### src/abx_pkg.sv
// Shared constants and types for the ALU, bit and branch execution unit.
// Assumes an APB master with 32-bit data and a 12-bit byte address.
package abx_pkg;

  // ****************************************
  // Types
  // ****************************************
  typedef enum logic [3:0] {
    OP_NOP = 4'h0,
    OP_COMPARE_REGISTER_TO_ACCUMULATOR = 4'h1,
    OP_BIT_CLEAR_REGISTER = 4'h2,
    OP_BIT_SET_REGISTER = 4'h3,
    OP_BIT_TEST_SKIP_IF_ZERO = 4'h4,
    OP_BIT_TEST_SKIP_IF_ONE = 4'h5,
    OP_LONG_SUBROUTINE_JUMP = 4'h6,
    OP_LONG_BRANCH = 4'h7,
    OP_ADD_REGISTER_WITH_CARRY = 4'h8,
    OP_ADD_REGISTER = 4'h9,
    OP_ADD_IMMEDIATE_WITH_CARRY = 4'ha,
    OP_ADD_IMMEDIATE = 4'hb,
    OP_AND_REGISTER = 4'hc
  } abx_op_t;

  typedef enum logic [1:0] {
    PAGE_PRIMARY = 2'h0,
    PAGE_PORT = 2'h1,
    PAGE_SPECIAL = 2'h2
  } abx_page_t;

  typedef enum logic [1:0] {
    ST_IDLE = 2'h0,
    ST_EXEC = 2'h1,
    ST_SECOND = 2'h2
  } abx_state_t;

  // ****************************************
  // Register map (byte addresses)
  // ****************************************
  localparam int APB_AW = 12;
  localparam logic [11:0] OFS_INSN = 12'h000;
  localparam logic [11:0] OFS_ACC = 12'h004;
  localparam logic [11:0] OFS_STATUS = 12'h008;
  localparam logic [11:0] OFS_PC = 12'h00c;
  localparam logic [11:0] OFS_TOS = 12'h010;
  localparam logic [11:0] OFS_CYCLES = 12'h014;
  localparam logic [2:0] RF_WINDOW_SEL = 3'h1;
  localparam logic [6:0] RF_DEPTH = 7'h60;

  // ****************************************
  // Field positions
  // ****************************************
  localparam int INSN_W = 27;
  localparam int INSN_OP_LSB = 0;
  localparam int INSN_PAGE_LSB = 4;
  localparam int INSN_REG_LSB = 6;
  localparam int INSN_BIT_LSB = 12;
  localparam int INSN_DEST_BIT = 15;
  localparam int INSN_IMM_LSB = 16;
  localparam int INSN_TGT_LSB = 16;
  localparam int STS_C_BIT = 0;
  localparam int STS_DC_BIT = 1;
  localparam int STS_Z_BIT = 2;
  localparam int STS_BUSY_BIT = 8;
  localparam int STS_REFUSED_BIT = 9;
  localparam int STS_SKIP_BIT = 10;

  // ****************************************
  // Pages, reset values, cycle counts
  // ****************************************
  localparam logic [3:0] PORT_FIRST = 4'h5;
  localparam logic [6:0] PORT_BASE = 7'h40;
  localparam logic [6:0] SPECIAL_BASE = 7'h50;
  localparam logic [7:0] ACC_RST = 8'h00;
  localparam logic [10:0] PC_RST = 11'h000;
  localparam logic [10:0] PC_STEP = 11'h001;
  localparam logic [10:0] PC_SKIP_STEP = 11'h002;
  localparam logic [1:0] CYC_ONE = 2'h1;
  localparam logic [1:0] CYC_TWO = 2'h2;

endpackage

### src/abx_regfile.sv
// Register pages held in flip-flops: primary, port-control and special pages.
// Assumes the caller never writes from two sources in one cycle.
`timescale 1ns/100ps
`default_nettype none
module abx_regfile (
  input wire logic pclk,
  input wire logic presetn,
  input wire logic wr_en,
  input wire logic [6:0] wr_idx,
  input wire logic [7:0] wr_data,
  input wire logic [6:0] rd_a_idx,
  output logic [7:0] rd_a_data,
  input wire logic [6:0] rd_b_idx,
  output logic [7:0] rd_b_data
);
  import abx_pkg::*;

  typedef struct packed {
    logic [95:0][7:0] mem;
  } abx_rf_state_t;

  abx_rf_state_t s_q;
  abx_rf_state_t s_d;

  // Indexes past the last page read as zero
  assign rd_a_data = (rd_a_idx < RF_DEPTH) ? s_q.mem[rd_a_idx] : 8'h00;
  assign rd_b_data = (rd_b_idx < RF_DEPTH) ? s_q.mem[rd_b_idx] : 8'h00;

  // Single write port
  always_comb
  begin
    s_d = s_q;
    if (wr_en && (wr_idx < RF_DEPTH))
    begin
      s_d.mem[wr_idx] = wr_data;
    end
  end

  // State register
  always_ff @(posedge pclk or negedge presetn)
  begin
    if (!presetn)
    begin
      s_q <= '0;
    end
    else
    begin
      s_q <= s_d;
    end
  end
endmodule
`default_nettype wire

### src/abx_alu.sv
// Combinational datapath: adds, compare, AND, bit force and bit test.
// Assumes the caller picks which flags to keep for each operation.
`timescale 1ns/100ps
`default_nettype none
module abx_alu (
  input wire abx_pkg::abx_op_t op,
  input wire logic [7:0] acc,
  input wire logic [7:0] opnd,
  input wire logic c_in,
  input wire logic [2:0] bit_sel,
  output logic [7:0] result,
  output logic c_out,
  output logic dc_out,
  output logic z_out,
  output logic bit_val
);
  import abx_pkg::*;

  // Returns {carry out of bit 7, carry out of bit 3, sum}
  function automatic logic [9:0] add_fn(input logic [7:0] a, input logic [7:0] b,
                                        input logic ci);
    logic [4:0] lo;
    logic [8:0] full;
    lo = {1'b0, a[3:0]} + {1'b0, b[3:0]} + {4'h0, ci};
    full = {1'b0, a} + {1'b0, b} + {8'h00, ci};
    return {full[8], lo[4], full[7:0]};
  endfunction

  logic [9:0] sum;

  // Operation select
  always_comb
  begin
    sum = 10'h000;
    result = opnd;
    case (op)
      OP_COMPARE_REGISTER_TO_ACCUMULATOR: sum = add_fn(opnd, ~acc, 1'b1); // see (RQ1)
      OP_ADD_REGISTER_WITH_CARRY: sum = add_fn(acc, opnd, c_in); // see (RQ13)
      OP_ADD_REGISTER: sum = add_fn(acc, opnd, 1'b0); // see (RQ14)
      OP_ADD_IMMEDIATE_WITH_CARRY: sum = add_fn(acc, opnd, c_in); // see (RQ15)
      OP_ADD_IMMEDIATE: sum = add_fn(acc, opnd, 1'b0); // see (RQ16)
      default: sum = 10'h000;
    endcase
    case (op)
      OP_AND_REGISTER: result = acc & opnd; // see (RQ17)
      OP_BIT_CLEAR_REGISTER: result[bit_sel] = 1'b0; // see (RQ2)
      OP_BIT_SET_REGISTER: result[bit_sel] = 1'b1; // see (RQ2)
      OP_COMPARE_REGISTER_TO_ACCUMULATOR, OP_ADD_REGISTER_WITH_CARRY, OP_ADD_REGISTER,
      OP_ADD_IMMEDIATE_WITH_CARRY, OP_ADD_IMMEDIATE: result = sum[7:0];
      default: result = opnd;
    endcase
  end

  // Carry is no-borrow on compare since it adds the complement
  assign c_out = sum[9]; // see (RQ18)
  assign dc_out = sum[8]; // see (RQ18)
  assign z_out = (result == 8'h00); // see (RQ19)
  assign bit_val = opnd[bit_sel];
endmodule
`default_nettype wire

### src/abx_exec_top.sv
// Execution unit for compare, bit, long branch, add and AND instructions,
// with the accumulator, flags, program counter and register pages behind APB.
// Assumes a single 20 MHz clock and an APB master that waits for pready.
//
// Functional notes
// (RQ1) Compare computes register minus accumulator, sets Z and C only, stores nothing.
// (RQ2) Bit clear/set forces one register bit, other bits and flags untouched.
// (RQ3) Bit test skips next instruction when the bit is 0, taking two cycles.
// (RQ4) Bit test skips next instruction when the bit is 1, taking two cycles.
// (RQ5) A taken skip discards the fetched instruction and runs a no-op.
// (RQ6) Long call pushes return address, loads PC bits 10..0, two cycles.
// (RQ7) Long branch loads PC bits 10..0 from the target, stack untouched.
// (RQ8) Destination bit 0 sends the result to the accumulator only.
// (RQ9) Destination bit 1 writes the result back to the register only.
// (RQ10) Primary page uses a 6-bit register field, 0x00 to 0x3F.
// (RQ11) Port-control page accepts only 0x5 to 0xF.
// (RQ12) Special page uses a 4-bit field, 0x0 to 0xF.
// (RQ13) Add register with carry updates Z, DC, C and follows destination.
// (RQ14) Add register without carry updates Z, DC, C and follows destination.
// (RQ15) Add immediate with carry writes the accumulator, updates Z, DC, C.
// (RQ16) Add immediate writes the accumulator ignoring carry, updates Z, DC, C.
// (RQ17) AND register follows destination and updates only Z.
// (RQ18) DC is carry out of bit 3; C carry out of bit 7 or no-borrow.
// (RQ19) Z is set when the 8-bit result is zero, else cleared.
//
// Our own choices: register access over APB and the placing of the registers.
`timescale 1ns/100ps
`default_nettype none
module abx_exec_top (
  input wire logic pclk,
  input wire logic presetn,
  input wire logic psel,
  input wire logic penable,
  input wire logic pwrite,
  input wire logic [abx_pkg::APB_AW-1:0] paddr,
  input wire logic [31:0] pwdata,
  output logic pready,
  output logic [31:0] prdata,
  output logic pslverr
);
  import abx_pkg::*;

  // ****************************************
  // State
  // ****************************************
  typedef struct packed {
    abx_state_t st;
    logic [INSN_W-1:0] insn;
    logic [7:0] acc;
    logic fc;
    logic fdc;
    logic fz;
    logic [10:0] pc;
    logic [10:0] tos;
    logic [1:0] cycles;
    logic refused;
    logic skipped;
    logic pready;
    logic pslverr;
    logic [31:0] prdata;
  } abx_top_state_t;

  abx_top_state_t s_q;
  abx_top_state_t s_d;

  // Maps page and field to {legal, flat index}
  function automatic logic [7:0] map_reg(input abx_page_t pg, input logic [5:0] ra);
    logic ok;
    logic [6:0] idx;
    ok = 1'b0;
    idx = 7'h00;
    case (pg)
      PAGE_PRIMARY:
      begin
        ok = 1'b1; // see (RQ10)
        idx = {1'b0, ra};
      end
      PAGE_PORT:
      begin
        ok = (ra[5:4] == 2'h0) && (ra[3:0] >= PORT_FIRST); // see (RQ11)
        idx = PORT_BASE + {3'h0, ra[3:0]};
      end
      PAGE_SPECIAL:
      begin
        ok = (ra[5:4] == 2'h0); // see (RQ12)
        idx = SPECIAL_BASE + {3'h0, ra[3:0]};
      end
      default:
      begin
        ok = 1'b0;
        idx = 7'h00;
      end
    endcase
    return {ok, idx};
  endfunction

  // ****************************************
  // Instruction fields
  // ****************************************
  abx_op_t ex_op;
  abx_page_t ex_page;
  logic [5:0] ex_reg;
  logic [2:0] ex_bit;
  logic ex_dest;
  logic [7:0] ex_imm;
  logic [10:0] ex_tgt;
  logic [7:0] ex_map;
  logic ex_ok;
  logic ex_uses_reg;
  logic ex_dest_op;
  logic ex_imm_op;
  logic ex_add_op;
  logic in_exec;

  assign ex_op = abx_op_t'(s_q.insn[INSN_OP_LSB +: 4]);
  assign ex_page = abx_page_t'(s_q.insn[INSN_PAGE_LSB +: 2]);
  assign ex_reg = s_q.insn[INSN_REG_LSB +: 6];
  assign ex_bit = s_q.insn[INSN_BIT_LSB +: 3];
  assign ex_dest = s_q.insn[INSN_DEST_BIT];
  assign ex_imm = s_q.insn[INSN_IMM_LSB +: 8];
  assign ex_tgt = s_q.insn[INSN_TGT_LSB +: 11];
  assign ex_map = map_reg(ex_page, ex_reg);
  assign ex_ok = ex_map[7];
  assign in_exec = (s_q.st == ST_EXEC);
  // Ops whose result may go to either place
  assign ex_dest_op = (ex_op == OP_ADD_REGISTER_WITH_CARRY) || (ex_op == OP_ADD_REGISTER)
                      || (ex_op == OP_AND_REGISTER);
  assign ex_imm_op = (ex_op == OP_ADD_IMMEDIATE_WITH_CARRY) || (ex_op == OP_ADD_IMMEDIATE);
  assign ex_add_op = ex_imm_op || (ex_op == OP_ADD_REGISTER_WITH_CARRY)
                     || (ex_op == OP_ADD_REGISTER);
  assign ex_uses_reg = ex_dest_op || (ex_op == OP_COMPARE_REGISTER_TO_ACCUMULATOR)
                       || (ex_op == OP_BIT_CLEAR_REGISTER) || (ex_op == OP_BIT_SET_REGISTER)
                       || (ex_op == OP_BIT_TEST_SKIP_IF_ZERO)
                       || (ex_op == OP_BIT_TEST_SKIP_IF_ONE);

  // ****************************************
  // Datapath
  // ****************************************
  logic [7:0] rf_rdata;
  logic [7:0] rf_bdata;
  logic rf_we;
  logic [6:0] rf_widx;
  logic [7:0] rf_wdata;
  logic [7:0] alu_res;
  logic alu_c;
  logic alu_dc;
  logic alu_z;
  logic alu_bit;

  abx_regfile u_rf (
    .pclk(pclk),
    .presetn(presetn),
    .wr_en(rf_we),
    .wr_idx(rf_widx),
    .wr_data(rf_wdata),
    .rd_a_idx(ex_map[6:0]),
    .rd_a_data(rf_rdata),
    .rd_b_idx(paddr[8:2]),
    .rd_b_data(rf_bdata)
  );

  abx_alu u_alu (
    .op(ex_op),
    .acc(s_q.acc),
    .opnd(ex_imm_op ? ex_imm : rf_rdata),
    .c_in(s_q.fc),
    .bit_sel(ex_bit),
    .result(alu_res),
    .c_out(alu_c),
    .dc_out(alu_dc),
    .z_out(alu_z),
    .bit_val(alu_bit)
  );

  // ****************************************
  // APB decode
  // ****************************************
  logic apb_done;
  logic rf_hit;
  logic hit;
  logic [31:0] rd_word;

  assign apb_done = psel & penable & s_q.pready;
  assign rf_hit = (paddr[11:9] == RF_WINDOW_SEL) && (paddr[8:2] < RF_DEPTH);

  // Read mux; unmapped addresses answer with an error
  always_comb
  begin
    hit = 1'b1;
    rd_word = 32'h0000_0000;
    if (rf_hit)
    begin
      rd_word[7:0] = rf_bdata;
    end
    else
    begin
      case (paddr)
        OFS_INSN: rd_word[INSN_W-1:0] = s_q.insn;
        OFS_ACC: rd_word[7:0] = s_q.acc;
        OFS_STATUS:
        begin
          rd_word[STS_C_BIT] = s_q.fc;
          rd_word[STS_DC_BIT] = s_q.fdc;
          rd_word[STS_Z_BIT] = s_q.fz;
          rd_word[STS_BUSY_BIT] = (s_q.st != ST_IDLE);
          rd_word[STS_REFUSED_BIT] = s_q.refused;
          rd_word[STS_SKIP_BIT] = s_q.skipped;
        end
        OFS_PC: rd_word[10:0] = s_q.pc;
        OFS_TOS: rd_word[10:0] = s_q.tos;
        OFS_CYCLES: rd_word[1:0] = s_q.cycles;
        default: hit = 1'b0;
      endcase
    end
  end

  // ****************************************
  // Next state
  // ****************************************
  always_comb
  begin
    s_d = s_q;
    rf_we = 1'b0;
    rf_widx = ex_map[6:0];
    rf_wdata = alu_res;
    // Answer only while idle, so reads never race an instruction
    s_d.pready = psel & ~s_q.pready & (s_q.st == ST_IDLE);
    s_d.prdata = 32'h0000_0000;
    s_d.pslverr = 1'b0;
    if (s_d.pready)
    begin
      s_d.prdata = rd_word;
      s_d.pslverr = ~hit;
    end
    // Register writes land at the completing edge
    if (apb_done && pwrite && hit)
    begin
      if (rf_hit)
      begin
        rf_we = 1'b1;
        rf_widx = paddr[8:2];
        rf_wdata = pwdata[7:0];
      end
      else
      begin
        case (paddr)
          OFS_INSN:
          begin
            s_d.insn = pwdata[INSN_W-1:0];
            s_d.st = ST_EXEC;
          end
          OFS_ACC: s_d.acc = pwdata[7:0];
          OFS_STATUS:
          begin
            s_d.fc = pwdata[STS_C_BIT];
            s_d.fdc = pwdata[STS_DC_BIT];
            s_d.fz = pwdata[STS_Z_BIT];
            s_d.refused = s_q.refused & ~pwdata[STS_REFUSED_BIT];
          end
          OFS_PC: s_d.pc = pwdata[10:0];
          default: s_d.insn = s_q.insn;
        endcase
      end
    end
    case (s_q.st)
      ST_EXEC:
      begin
        s_d.st = ST_IDLE;
        s_d.cycles = CYC_ONE;
        s_d.skipped = 1'b0;
        if (ex_uses_reg && !ex_ok)
        begin
          s_d.refused = 1'b1; // see (RQ11)
        end
        else
        begin
          s_d.pc = 11'(s_q.pc + PC_STEP);
          // Flag updates per operation
          if (ex_add_op || (ex_op == OP_COMPARE_REGISTER_TO_ACCUMULATOR))
          begin
            s_d.fc = alu_c; // see (RQ18)
            s_d.fz = alu_z; // see (RQ19)
          end
          if (ex_add_op)
          begin
            s_d.fdc = alu_dc; // see (RQ13) (RQ14) (RQ15) (RQ16)
          end
          if (ex_op == OP_AND_REGISTER)
          begin
            s_d.fz = alu_z; // see (RQ17)
          end
          case (ex_op)
            OP_BIT_CLEAR_REGISTER, OP_BIT_SET_REGISTER: rf_we = 1'b1; // see (RQ2)
            OP_ADD_IMMEDIATE_WITH_CARRY, OP_ADD_IMMEDIATE: s_d.acc = alu_res; // see (RQ15) (RQ16)
            OP_ADD_REGISTER_WITH_CARRY, OP_ADD_REGISTER, OP_AND_REGISTER:
            begin
              if (ex_dest)
              begin
                rf_we = 1'b1; // see (RQ9)
              end
              else
              begin
                s_d.acc = alu_res; // see (RQ8)
              end
            end
            OP_BIT_TEST_SKIP_IF_ZERO, OP_BIT_TEST_SKIP_IF_ONE:
            begin
              // Skip drops the fetched word and spends a no-op cycle
              if (alu_bit == (ex_op == OP_BIT_TEST_SKIP_IF_ONE)) // see (RQ3) (RQ4)
              begin
                s_d.pc = 11'(s_q.pc + PC_SKIP_STEP); // see (RQ5)
                s_d.skipped = 1'b1;
                s_d.cycles = CYC_TWO;
                s_d.st = ST_SECOND;
              end
            end
            OP_LONG_SUBROUTINE_JUMP:
            begin
              s_d.tos = 11'(s_q.pc + PC_STEP); // see (RQ6)
              s_d.pc = ex_tgt;
              s_d.cycles = CYC_TWO;
              s_d.st = ST_SECOND;
            end
            OP_LONG_BRANCH:
            begin
              s_d.pc = ex_tgt; // see (RQ7)
              s_d.cycles = CYC_TWO;
              s_d.st = ST_SECOND;
            end
            default: rf_we = 1'b0; // see (RQ1)
          endcase
        end
      end
      ST_SECOND: s_d.st = ST_IDLE;
      default: s_d.st = s_d.st;
    endcase
  end

  // State register
  always_ff @(posedge pclk or negedge presetn)
  begin
    if (!presetn)
    begin
      s_q <= '0;
      s_q.acc <= ACC_RST;
      s_q.pc <= PC_RST;
      s_q.st <= ST_IDLE;
    end
    else
    begin
      s_q <= s_d;
    end
  end

  assign pready = s_q.pready;
  assign prdata = s_q.prdata;
  assign pslverr = s_q.pslverr;
endmodule
`default_nettype wire

### config.mk
export PLATFORM = sky130hd
export DESIGN_NAME = abx_exec_top
export DESIGN_NICKNAME = d
export VERILOG_FILES = /design/src/abx_pkg.sv /design/src/abx_regfile.sv /design/src/abx_alu.sv /design/src/abx_exec_top.sv
export SDC_FILE = /design/constraint.sdc
export NUM_CORES = 2
export LEC_CHECK = 0
export ABC_AREA = 0
export BUFFER_PORTS_ARGS = -buffer_cell sky130_fd_sc_hd__buf_4
export CORE_MARGIN = 1.5
export CORE_UTILIZATION = 35
export DETAILED_ROUTE_END_ITERATION = 8
export GPL_ROUTABILITY_DRIVEN = 0
export PLACE_DENSITY = 0.56
export SYNTH_ARGS = -nofsm -noshare
export SYNTH_HDL_FRONTEND = slang
export SYNTH_HIERARCHICAL = 1
export SYNTH_SLANG_ARGS = --single-unit
### constraint.sdc
create_clock -name pclk -period 10.05 [get_ports pclk]
set_input_delay 0.5025 -clock pclk [delete_from_list [all_inputs] [get_ports pclk]]
set_output_delay 0.5025 -clock pclk [all_outputs]
set_load 0.01 [all_outputs]
Word-level counts from Yosys, hierarchy flattened
Cells that the tools add are included.

storage, ports and cells
  flip-flop bits (word level) = 868
  bits in latches = 0
  RAM bits = 0
  bits in read-only memories = 0
  input port bits = 49
  output and inout bits = 34
  word-level logic and storage cells = 281
  memories = 0

cells by class
  add/sub/neg operators = 12
  multipliers = 0
  div/mod/pow operators = 0
  order comparisons = 10
  eq/ne operators = 24
  shift-type cells = 0
  mux-type cells = 69
  bitwise operators = 15
  reductions and logical operators = 41

operators by type and width
  operator               number
  $bwmux W768            1
  $bmux W8 S7            2
  $mux W51               2
  $mux W8                11
  $demux W8 S7           1
  $mux W37               1
  $mux W35               1
  $mux W11               3
  $mux W33               1
  $pmux W8 S4            1
  $pmux W10 S3           1
  $mux W27               1
  $eq A12 B4 Y1 const B  2
  $eq A12 B5 Y1 const B  2
  $lt A7 B8 Y1 const B   3
  $pmux W11 S2           1
  $lt A7 B7 Y1 const B   3
  $pmux W7 S3            1
  $eq A4 B4 Y1 const B   5
  $mux W1                20
  $pmux W5 S4            1
  $mux W19               1
  $add A8 B8 Y9          2
  $and A8 B8 Y8          2
  other kinds (50)       102

Logic depth before layout (Yosys ltp)
  depth after elaboration = 15
  gate-level depth with buffers = 30
  gate-level depth less buffers = 25

Cells and area by module
Netlist, hierarchy kept.

modules (own cells, without submodules)
  module        instances  cells each  area each (sq um)
  abx_regfile   1          2711        40995.6
  abx_exec_top  1          541         5665.4
  abx_alu       1          222         1527.7

Worst setup path after synthesis
Ideal clock, no wire load.

  path kind = register to register
  start point = register s_q (netlist bit ex_page[1])
  end point = register u_rf/s_q[100] (netlist bit)
  setup time = 0.125 ns
  arrival time = 5.834 ns
  required time = 9.925 ns
  slack = 4.092 ns
  stages on the path, launching flop included = 30
  clock period less this slack = 5.958 ns
  cells stage by stage = dfrtp_1 inv_1 ha_1 nor3_1 nor2_1 and2_1 buf_2 buf_2 buf_2 mux4_2 o22ai_1 nor2_1 o21ai_0 nand3_1 mux2_2 ha_1 inv_1 fa_1 inv_1 ha_1 nor2b_1 nor3b_1 mux2i_1 xor2_1 a221oi_1 o21ai_1 mux2_2 clkbuf_1 clkbuf_1 mux2_2

on the way
  longest elaborated chain between the ends = 13

ends and longest elaborated chain
  what                                  line                 text
  start: declaration                    abx_exec_top.sv:63   abx_top_state_t s_q;
  $eq A2 B2 Y1 (tied with other cells)  abx_exec_top.sv:72   case (pg)
  $pmux W7 S3 *                         abx_exec_top.sv:72
  via ex_map[0]                         abx_exec_top.sv:107  logic [7:0] ex_map;
  $bmux W8 S7                           abx_regfile.sv:26    assign rd_a_data = (rd_a_idx < RF_DEPTH) ? s_q.mem[rd_a_idx] : 8'h00;
  $mux W8 (not written as such)         abx_regfile.sv:26
  $mux W8 *                             abx_regfile.sv:26
  via rf_rdata[0]                       abx_exec_top.sv:139  logic [7:0] rf_rdata;
  $mux W8 *                             abx_exec_top.sv:165  .opnd(ex_imm_op ? ex_imm : rf_rdata),
  $add A8 B8 Y9                         abx_alu.sv:25        full = {1'b0, a} + {1'b0, b} + {8'h00, ci};
  $add A9 B1 Y9                         abx_alu.sv:25
  $pmux W10 S3 *                        abx_alu.sv:36        case (op)
  $pmux W8 S4 *                         abx_alu.sv:44        case (op)
  via alu_res[4]                        abx_exec_top.sv:144  logic [7:0] alu_res;
  $mux W8                               abx_exec_top.sv:238  if (rf_hit)
  $mux W8 *                             abx_exec_top.sv:236  if (apb_done && pwrite && hit)
  via rf_wdata[4]                       abx_exec_top.sv:143  logic [7:0] rf_wdata;
  $bwmux W768 *                         abx_regfile.sv:35    s_d.mem[wr_idx] = wr_data;
  end signal: assignment                abx_regfile.sv:44    s_q <= '0;
  end signal: assignment                abx_regfile.sv:48    s_q <= s_d;
  end: declaration                      abx_regfile.sv:22    abx_rf_state_t s_q;

Mark *: on every way through the listed nets, which the timed path passes. The rest lies on a longest branch. The select of a mux whose other input is x is not followed.
A chain may end at the register's enable or synchronous reset.

Worst setup path after layout
  start point = register s_q (netlist bit ex_page[1])
  end point = register u_rf/s_q[396] (netlist bit)

Same word-level chain as after synthesis.

==> impl_metrics.toml <==
[sta]
rsz0062_at_grt = "no"
finalHoldViolations = 0
finalCritPeriodShare = 0.8080
maxSlewHeadroom = 0.1576
skew_ps = 35.99
slew_violations = 0
final-setup-viol-count = 0
setup_ws_ps = 1930
fin_crit_ps = 8120
setup_tns_ps = 0
fmax_ghz = 0.1232
tightest_slew_ps = 1246

[clock_tree]
clkLatencyLatePin_ps = 720
clkTransAtPathRegs_ps = 60
cts_tree = "done"
post_cts_buffers = 0
ctsResizeCount = 0
clockBufferDepth = 3
htree_num_levels = 3
clkSinkCount = 863
clockRootBuffer = "clkbuf_16"
cts_buffers = 100

[synthesis]
syn_avg_cell_area_um2 = 13.87
syn_area_um2 = 48190
ys.flop_type = "dfrtp_1"
async_flop_share = 1.000
synth_cell_types = 91
yosys_warnings = 6
synth_edf_count = 0
synth_top_cell_area_share = 0.4481
synth-seq-cells = 863
yosys.area.top_type = "dfrtp_1"
synth.top_cells.by_count = "dfrtp_1 (863), mux2_2 (820), mux4_2 (387)"
synth-seq-area-share = 0.4481
synthTopCellsByArea = "dfrtp_1 (45%), mux2_2 (19%), mux4_2 (18%)"
netlist_instances = 3474
yosysMostFrequentCell = "dfrtp_1"

[placement]
port-buffer-count = 72
post-place-cells = 5068
post-place-ws_ps = 2107
dp_hpwl_um = 89370
placed_area_um2 = 50140

[route]
num_vias = 30720
drt-total-wl_um = 138000
ant_nets = 0
wire_per_inst_um = 26.21
drtIter0Drc = 2482
viasPerCell = 5.837
first_pass_iters = 5
drc = 0

[setup_path]
r2r_end = "u_rf/s_q[396]"
regToRegSetupSlack_ps = 1930
critPathCaptureType = "flop"
cp.required_ps = 10670
criticalPathCategory = "flop to flop"
arrival_ps = 8740
crit_fanout = 96
worstReg2RegStart = "ex_page[1]"
reg2regPathDepth = 26
startpoint_type = "flop"

[pwr]
ir_drop_mv = 0.1369
seqPwrFrac = 0.466
p_switching_w = 0.001704
power.density_nw_per_um2 = 139.2
combPwrFrac = 0.036
switching_share = 0.2281
power.clock.fraction = 0.499
p_int_w = 0.005765
leakage_nw = 24.16

[grt]
grtUsageMet1 = 0.2750
track_usage = 0.1973
grt_pass1_vias = 31350
grt_start_max_net_pins = 157
antenna_found_initial = 1
grt-busiest-layer = "met2"
grt_pass1_wl_um = 209700
groute.layer.met3.usage = 0.03269
grt_remaining_overflow = 0
grtUsageMet2 = 0.3118

[die]
die_area_um2 = 139900
die_height_um = 374.1
ioPinCount = 83
fp.dieW_um = 374.1
core_area_um2 = 136000
start_util = 0.3544
rows = 135

[flow_run]
maxCapViolCount = 0

[worst_hold_path]
worstHoldPathType = "input port to flop"
min_from = "pwdata[10]"
hold_path_end = "ex_reg[4]"
whs_path_depth = 2

[finish]
final_nets = 3483
layout-drive-gt1-share = 0.4424
stdcell_count = 5264
antenna_cells = 0
fillers = 12630
largest-register = "u_rf/s_q"
syn2layout_area_growth_pct = 11.35
largest_reg_flops = 768
fin_area_um2 = 53660

[run_status]
status = "completed"
==> worst max path at each step <==
stage / start / end / slack, ps / depth (start not counted)
detailed placement: ex_page[1] / u_rf/s_q[36] / 2110 / 26
floorplan: ex_page[1] / u_rf/s_q[100] / 4090 / 29
global placement: ex_page[1] / u_rf/s_q[420] / 2140 / 26
CTS: ex_page[1] / u_rf/s_q[292] / 2050 / 26
global route: ex_page[1] / u_rf/s_q[396] / 1380 / 26
finish: ex_page[1] / u_rf/s_q[396] / 1930 / 26
==> through the flow <==
stage / power (W) / hold slack (ps) / utilization
after floorplan: 0.003657 / 206.9 / -
after global placement: 0.003807 / 457.8 / 0.3688
after detailed placement: 0.003807 / 462.4 / 0.3688
after CTS: 0.007573 / 0.7760 / 0.3946
after global routing: 0.007729 / 31.12 / 0.3946
final: 0.007469 / 61.15 / 0.3946
==> placed cells by master (no fill, tap or decap), types with 8 or more instances in the layout <==
cell	netlist	routed
dfrtp_1	863	863
mux2_2	820	812
mux4_2	387	387
nand2_1	169	169
mux2i_1	113	113
buf_4	37	112
clkbuf_16	0	101
nor2_1	93	92
o22ai_1	77	77
nand3_1	59	59
o21ai_0	58	57
a211oi_1	40	40
a21oi_1	38	38
and3_1	36	36
inv_1	28	28
ha_1	27	27
clkbuf_8	0	27
a221oi_1	25	25
clkbuf_1	171	24
mux2_1	24	24
nor3_1	23	23
nor2b_1	21	21
xnor2_1	18	18
nand2b_1	16	16
mux2_4	8	16
dlygate4sd3_1	0	16
clkinv_2	0	14
nand3b_1	12	12
nand4_1	11	11
or3b_2	11	11
or3_1	10	10
xor2_1	10	10
buf_12	0	10
and2_1	13	9
a22oi_1	8	8
o211ai_1	8	8
a31oi_1	8	8
o221ai_1	8	8
==> layer usage <==
metal,vias to the layer above,wire length (um)
li1,13200,-
met1,16400,61070
met2,926,64660
met3,203,8200
met4,0,4027
met5,-,0
==> kinds of logic after synthesis <==
group | after synthesis | synth area share
mux | 1352 | 0.4041
flops | 863 | 0.4481
simple gates | 522 | 0.05541
buf+inv | 347 | 0.03227
compound gates | 331 | 0.04663
fa+ha+maj | 29 | 0.007841
xor+xnor | 29 | 0.005556
other cells | 1 | 0.00007782
==> worst max-delay path: stages, from the launching register on <==
cell	delay, ps
dfrtp_1	440
inv_1	180
ha_1	260
nor3_1	80
nor2_1	190
and2_4	610
buf_12	390
mux4_2	570
mux2i_1	280
nand2_1	100
nand3_1	350
nand3_1	250
mux2_2	400
ha_1	220
inv_1	70
fa_1	470
inv_1	90
ha_1	140
nor2b_1	260
nor3b_1	230
mux2i_1	190
xor2_1	210
o22ai_1	200
nor2_1	60
o21ai_1	330
mux2_4	970
mux2_2	320
==> power by group through the flow <==
| stage | Sequential (W) | Clock [W] | Combinational (W) |
|---|---|---|---|
| final | 0.00348 | 0.00372 | 0.000267 |
| after global routing | 0.00347 | 0.00396 | 0.000292 |
| after CTS | 0.00348 | 0.00382 | 0.000273 |
| after detailed placement | 0.00354 | 0 | 0.000268 |
| after global placement | 0.00354 | 0 | 0.000267 |
| after floorplan | 0.00354 | 0 | 0.000117 |
==> what timing repair did <==
action,in CTS,in global routing
endpoints found under the setup margin,0,0
hold buffers,16,0
hold endpoints to repair,99,0
==> area by class of cell <==
type                            count  area [um^2]  area share
Tap cell                         1781         2228     0.04153
Timing Repair Buffer              141         1245     0.02320
Clock inverter                     29        377.9    0.007042
Multi-Input combinational cell   2268        25120      0.4681
Inverter                           31        116.4    0.002169
Clock buffer                      151         2975     0.05545
Sequential cell                   863        21600      0.4025
Power figures use the tool's default switching activity.
